--- src/cpu_iface_map.vh ---
/*
  Register map constants for the CPU-interface control and FIFO status slice.
  Assumes a 32-bit Avalon-MM slave with byte addresses.
*/
`ifndef CPU_IFACE_MAP_VH
`define CPU_IFACE_MAP_VH

`define ADDR_W 12
`define CPU_CONTROL_OFS 12'h000
`define FIFO_STATUS_OFS 12'h004
`define CTRL_RESET 8'h00
`define TSEL_LSB 4
`define TSEL_MSB 5
`define TDATA_LSB 6
`define TDATA_MSB 7
`define CTRL_LSB 0
`define CTRL_MSB 7
`define CTRL_LANE 0
`define CFREE_LSB 0
`define CFREE_MSB 4
`define SFREE_LSB 8
`define SFREE_MSB 12
`define BUSY_BIT 16
`define FIFO_DEPTH 16
`define COUNT_W 5
`define PAIR_W 2
`define TSEL_USB 2'h0
`define TSEL_MIU 2'h1
`define TSEL_CIF 2'h2
`define GPIO_W 14
`define GPIO_ZERO 14'h0000
`define WORD_ZERO 32'h0000_0000

`endif

--- src/cpu_iface_fifo_status_regs.v ---
/*
  CPU control register (test source fields) and FIFO/engine status register.
  Assumes free counts and busy come synchronous to clk_in from the FIFOs and engine.
*/
// Register access over Avalon-MM was chosen for this implementation.
`timescale 1ns/1ps
`include "cpu_iface_map.vh"

module cpu_iface_fifo_status_regs
#(
  parameter FIFO_DEPTH = `FIFO_DEPTH,
  parameter COUNT_W = `COUNT_W
)
(
  // Clock and reset
  input wire clk_in,
  input wire resetn_in,
  // Avalon-MM slave
  input wire [`ADDR_W-1:0] address_in,
  input wire read_in,
  input wire write_in,
  input wire [31:0] writedata_in,
  input wire [3:0] byteenable_in,
  output reg [31:0] readdata_out,
  output reg waitrequest_out,
  // FIFO and engine state
  input wire [COUNT_W-1:0] cmd_fifo_free_count_in,
  input wire [COUNT_W-1:0] src_fifo_free_count_in,
  input wire engine_busy_in,
  // Test data from other units
  input wire [`GPIO_W-1:0] usb_test_data_in,
  input wire [`GPIO_W-1:0] miu_test_data_in,
  input wire [`GPIO_W-1:0] cif_test_data_in,
  // Test outputs
  output reg [`GPIO_W-1:0] test_gpio_data_out,
  output reg [1:0] test_source_sel_out
);

  // Handshake states
  localparam [1:0] ST_IDLE = 2'h1;
  localparam [1:0] ST_ANSWER = 2'h2;
  localparam [COUNT_W-1:0] FREE_LIMIT = FIFO_DEPTH[COUNT_W-1:0];

  reg [1:0] state_q;
  reg [1:0] state_d;
  reg [`CTRL_MSB:0] ctrl_q;
  reg [`CTRL_MSB:0] ctrl_d;
  reg waitrequest_d;
  reg [31:0] readdata_d;
  reg [31:0] status_d;
  reg [31:0] rdata_d;
  reg [`GPIO_W-1:0] gpio_d;
  wire req_w;
  wire idle_w;
  wire take_w;
  wire ctrl_hit_w;
  wire status_hit_w;
  wire ctrl_wr_w;
  wire [1:0] tsel_w;
  wire [1:0] tdata_w;
  wire [`GPIO_W-1:0] cif_data_w;

  // Exact match of a register offset
  function addr_hit;
    input [`ADDR_W-1:0] addr;
    input [`ADDR_W-1:0] ofs;
    begin
      addr_hit = (addr == ofs);
    end
  endfunction

  // Clamp counts above depth to depth
  function [COUNT_W-1:0] clamp_free;
    input [COUNT_W-1:0] cnt;
    begin
      clamp_free = (cnt > FREE_LIMIT) ? FREE_LIMIT : cnt;
    end
  endfunction

  assign req_w = read_in | write_in;
  assign idle_w = (state_q == ST_IDLE);
  assign take_w = req_w & idle_w;
  assign ctrl_hit_w = addr_hit(address_in, `CPU_CONTROL_OFS);
  assign status_hit_w = addr_hit(address_in, `FIFO_STATUS_OFS);
  assign ctrl_wr_w = take_w & write_in & ctrl_hit_w & byteenable_in[`CTRL_LANE];
  assign tsel_w = ctrl_q[`TSEL_MSB:`TSEL_LSB];
  assign tdata_w = ctrl_q[`TDATA_MSB:`TDATA_LSB];

  // CPU interface data replicated in every bit pair
  genvar pair_g;
  generate
    for (pair_g = 0; pair_g < `GPIO_W / `PAIR_W; pair_g = pair_g + 1)
    begin : gen_pair
      assign cif_data_w[pair_g * `PAIR_W +: `PAIR_W] = tdata_w;
    end
  endgenerate

  always @*
  begin
    status_d = `WORD_ZERO;
    status_d[`CFREE_MSB:`CFREE_LSB] = clamp_free(cmd_fifo_free_count_in);
    status_d[`SFREE_MSB:`SFREE_LSB] = clamp_free(src_fifo_free_count_in);
    status_d[`BUSY_BIT] = engine_busy_in;
  end

  always @*
  begin
    rdata_d = `WORD_ZERO;
    if (ctrl_hit_w)
    begin
      rdata_d[`CTRL_MSB:`CTRL_LSB] = ctrl_q;
    end
    else if (status_hit_w)
    begin
      rdata_d = status_d;
    end
  end

  // One wait cycle per access: answer on the second edge
  always @*
  begin
    state_d = state_q;
    case (state_q)
      ST_IDLE:
      begin
        if (req_w)
        begin
          state_d = ST_ANSWER;
        end
      end
      ST_ANSWER:
      begin
        state_d = ST_IDLE;
      end
      default:
      begin
        state_d = ST_IDLE;
      end
    endcase
  end

  always @*
  begin
    ctrl_d = ctrl_q;
    if (ctrl_wr_w)
    begin
      ctrl_d[`TDATA_MSB:`TSEL_LSB] = writedata_in[`TDATA_MSB:`TSEL_LSB];
    end
  end

  // Read data held until the next access
  always @*
  begin
    waitrequest_d = (state_d != ST_ANSWER);
    readdata_d = readdata_out;
    if (take_w)
    begin
      if (read_in)
      begin
        readdata_d = rdata_d;
      end
      else
      begin
        readdata_d = `WORD_ZERO;
      end
    end
  end

  // Test data source select
  always @*
  begin
    case (tsel_w)
      `TSEL_USB:
      begin
        gpio_d = usb_test_data_in;
      end
      `TSEL_MIU:
      begin
        gpio_d = miu_test_data_in;
      end
      `TSEL_CIF:
      begin
        gpio_d = cif_test_data_in | cif_data_w;
      end
      default:
      begin
        gpio_d = `GPIO_ZERO;
      end
    endcase
  end

  always @(posedge clk_in or negedge resetn_in)
  begin
    if (!resetn_in)
    begin
      state_q <= ST_IDLE;
      ctrl_q <= `CTRL_RESET;
      waitrequest_out <= 1'h1;
      readdata_out <= `WORD_ZERO;
      test_gpio_data_out <= `GPIO_ZERO;
      test_source_sel_out <= `TSEL_USB;
    end
    else
    begin
      state_q <= state_d;
      ctrl_q <= ctrl_d;
      waitrequest_out <= waitrequest_d;
      readdata_out <= readdata_d;
      test_source_sel_out <= tsel_w;
      test_gpio_data_out <= gpio_d;
    end
  end

endmodule

--- config.mk ---
export PLATFORM = sky130hd
export DESIGN_NAME = cpu_iface_fifo_status_regs
export DESIGN_NICKNAME = d
export VERILOG_FILES = /design/src/cpu_iface_fifo_status_regs.v
export VERILOG_INCLUDE_DIRS = /design/src
export SDC_FILE = /design/constraint.sdc
export NUM_CORES = 1
export LEC_CHECK = 0
export BUFFER_PORTS_ARGS = -buffer_cell sky130_fd_sc_hd__buf_2
export CELL_PAD_IN_SITES_DETAIL_PLACEMENT = 1
export CELL_PAD_IN_SITES_GLOBAL_PLACEMENT = 1
export CORE_MARGIN = 5
export CORE_UTILIZATION = 24
export DETAILED_ROUTE_END_ITERATION = 8
export PLACE_DENSITY = 0.76
export SYNTH_ARGS = -nofsm -noshare
export SYNTH_HDL_FRONTEND = slang
export SYNTH_SLANG_ARGS = --single-unit
--- constraint.sdc ---
create_clock -name clk_in -period 1.9 [get_ports clk_in]
set_clock_uncertainty 0.2 [all_clocks]
set_input_delay 0.19 -clock clk_in [delete_from_list [all_inputs] [get_ports clk_in]]
set_output_delay 0.19 -clock clk_in [all_outputs]
set_load 0.05 [all_outputs]
==> out/metrics.yaml <==
status: "finished, final reports clean"
cts_tree: "built"
yosysSeqAreaShare_pct: 51.5
place_hpwl_mm: 4.21
crit_fanout: 5
port_buffers: 104
min_path_type: "input port to register"
r2r_slack_ps: 110
synth_top_cell_area_share_pct: 48.6
ys_top_cells_by_area: "dfrtp_1 49%, mux2i_1 8.3%, buf_4 7.5%, a22o_1 6.3%, nor2_1 5.8%"
io_pins: 154
syn-cell-area_sq_um: 1800
leakagePower_nw: 1.42
yosysUniqueCellTypes: 22
power_density_nw_per_um2: 777
die_area_sq_um: 9340
final-setup-viol-count: 0
yosysTopAreaCell: "dfrtp_1"
cts_buffers: 5
n_antenna_cell: 0
path_clk_slew_ps: 80
period_needed_ps: 1790
crit_type: "register to register"
layoutNonFillerInstCount: 405
area_growth_pct: 54.4
cp.required_ps: 1920
grt_first_pass_wirelength_mm: 9.44
crit_path_start_kind: "register"
start_util_pct: 24.7
synth_warnings: 0
gp_congestion: 0.725
firstDrtPassIters: 4
max_freq_ghz: 0.558
drc_errors: 0
cts_sinks: 37
routed_wirelength_mm: 5.53
clkLatencyLatePin_ps: 280
cts_root_buffer: "clkbuf_8"
antenna_found_initial: 0
nets: 410
maxCapViolations: 0
slew_viol_final: 0
dp_cells: 375
die_w_microns: 96.6
wire_per_inst_microns: 13.7
vdd_drop_max_uv: 247
post-route-util_pct: 38.1
fill_cells: 900
grt_usage_pct: 12.3
antenna_left: 0
finalSetupTns_ps: 0
synth_cells: 171
rows: 31
cts_buffer_depth: 2
grt_max_degree: 23
dr_total_vias: 1680
rsz0062_at_grt: "no"
final_layout_size_suffix_gt1_share_pct: 43.8
fin_crit_sh_pct: 94.3
avgViaCountPerCell: 4.15
arrival_ps: 1810
hold_viol: 0
hold-worst-slack_ps: 5.06
crit_path_end_kind: "register"
grt_pass1_vias: 1887
avgSynthCellArea_sq_um: 10.5
gr-total-overflow: 0
cts_max_level: 2
drtIter0Drc: 29
ys_ff_latch: 37
dieHeight_microns: 96.6
coreArea_sq_um: 7290
==> final timing paths <==
kind                                              from                                to  depth (start not counted)
setup / recovery                  state_q[0]$_DFF_PN1_       readdata_out[8]$_DFFE_PN0N_                          6
hold / removal                    miu_test_data_in[12]  test_gpio_data_out[12]$_DFF_PN0_                          3
setup reg to reg                  state_q[0]$_DFF_PN1_       readdata_out[8]$_DFFE_PN0N_                          6
hold reg to reg            readdata_out[0]$_DFFE_PN0N_       readdata_out[0]$_DFFE_PN0N_                          1
max in group asynchronous                    resetn_in  test_source_sel_out[1]$_DFF_PN0_                          3
min in group asynchronous                    resetn_in      readdata_out[10]$_DFFE_PN0N_                          2
==> through the flow <==
stage,cell area [sq um],setup slack [ps],power (mW)
after floorplan,1870,75.2,1.17
after global placement,2420,69.9,1.33
after detailed placement,2420,45.3,1.33
after CTS,2760,33.3,2.18
after global routing,2780,4.55,2.28
final,2780,109,2.16
==> repair_timing <==
action                                 4_1_cts  5_1_grt
hold buffers                                20        2
setup endpoints to repair                    0        3
endpoints found under the hold margin       34        1
gates resized for setup                      0        1
setup buffers                                0        0
==> Yosys cell counts <==
master,instances
dfrtp_1,35
nor2_1,28
buf_4,18
nand2_1,16
mux2i_1,15
o21ai_0,15
a22o_1,13
clkbuf_1,8
inv_1,3
nor3_1,3
dfstp_2,2
mux2_1,2
mux2_2,2
nor4_2,2
nor4_4,2
buf_2,1
conb_1,1
nand4_4,1
nor2b_1,1
nor3_4,1
o21ai_1,1
o31ai_1,1
==> worst max-delay path: stages (launching register included) <==
cell	delay (ps)
dfstp_2	510
nor2b_1	120
buf_4	140
nand4_4	90
buf_4	190
nor4_2	300
a22o_1	190
==> cell type report <==
class                   count  area (sq um)  share of cell area (%)
inverters                   3          11.3                   0.405
multi-input cells         121           761                    27.4
flip-flops and latches     37           928                    33.4
clock buffers               5          68.8                    2.47
repair buffers            137           823                    29.6
well taps                  99           124                    4.45
clock inverters             3          65.1                    2.34
==> where the power goes <==
group          internal (mW)  total, mW  leakage [nW]  switching, mW
combinational          0.178      0.511         0.878          0.333
clock                  0.522      0.792        0.0681          0.271
sequential             0.848      0.858         0.476         0.0101
==> routing by layer <==
metal	GRT usage (%)	part of all wire (%)
met1	13.6	38
met2	22.7	55
met3	3.31	5.6
met4	3.67	1.3
met5	0	0
==> logic make-up (layout without fill, tap and decap cells) <==
| group | after synthesis | in the layout | synth area share [%] |
|---|---|---|---|
| multiplexers | 19 | 19 | 10.8 |
| buffers and inverters | 30 | 148 | 10.1 |
| AO/OA/AOI/OAI | 30 | 30 | 11.2 |
| other | 1 | 18 | 0.208 |
| AND/OR/NAND/NOR | 54 | 54 | 16.2 |
| flip-flops | 37 | 37 | 51.5 |
==> state kept, by name, indices dropped and copies added, names as in the netlist <==
| register | flops |
|---|---|
| waitrequest_out | 1 |
| test_source_sel_out | 2 |
| readdata_out | 14 |
| state_q | 2 |
| ctrl_q | 4 |
| test_gpio_data_out | 14 |
==> cell usage in the layout, fill, tap and decap left out, drive strengths merged <==
cell	netlist	final
nand4	1	1
nand2	16	16
mux2	4	4
nor3	4	4
dlygate4sd3	0	22
clkinv	0	1
dfrtp	35	35
clkbuf	8	5
dfstp	2	2
mux2i	15	15
nor2b	1	1
a22o	13	13
nor2	28	28
o31ai	1	1
buf	19	115
bufinv	0	2
o21ai	16	16
conb	1	18
inv	3	3
nor4	4	4
Power figures use the tool's default switching activity.
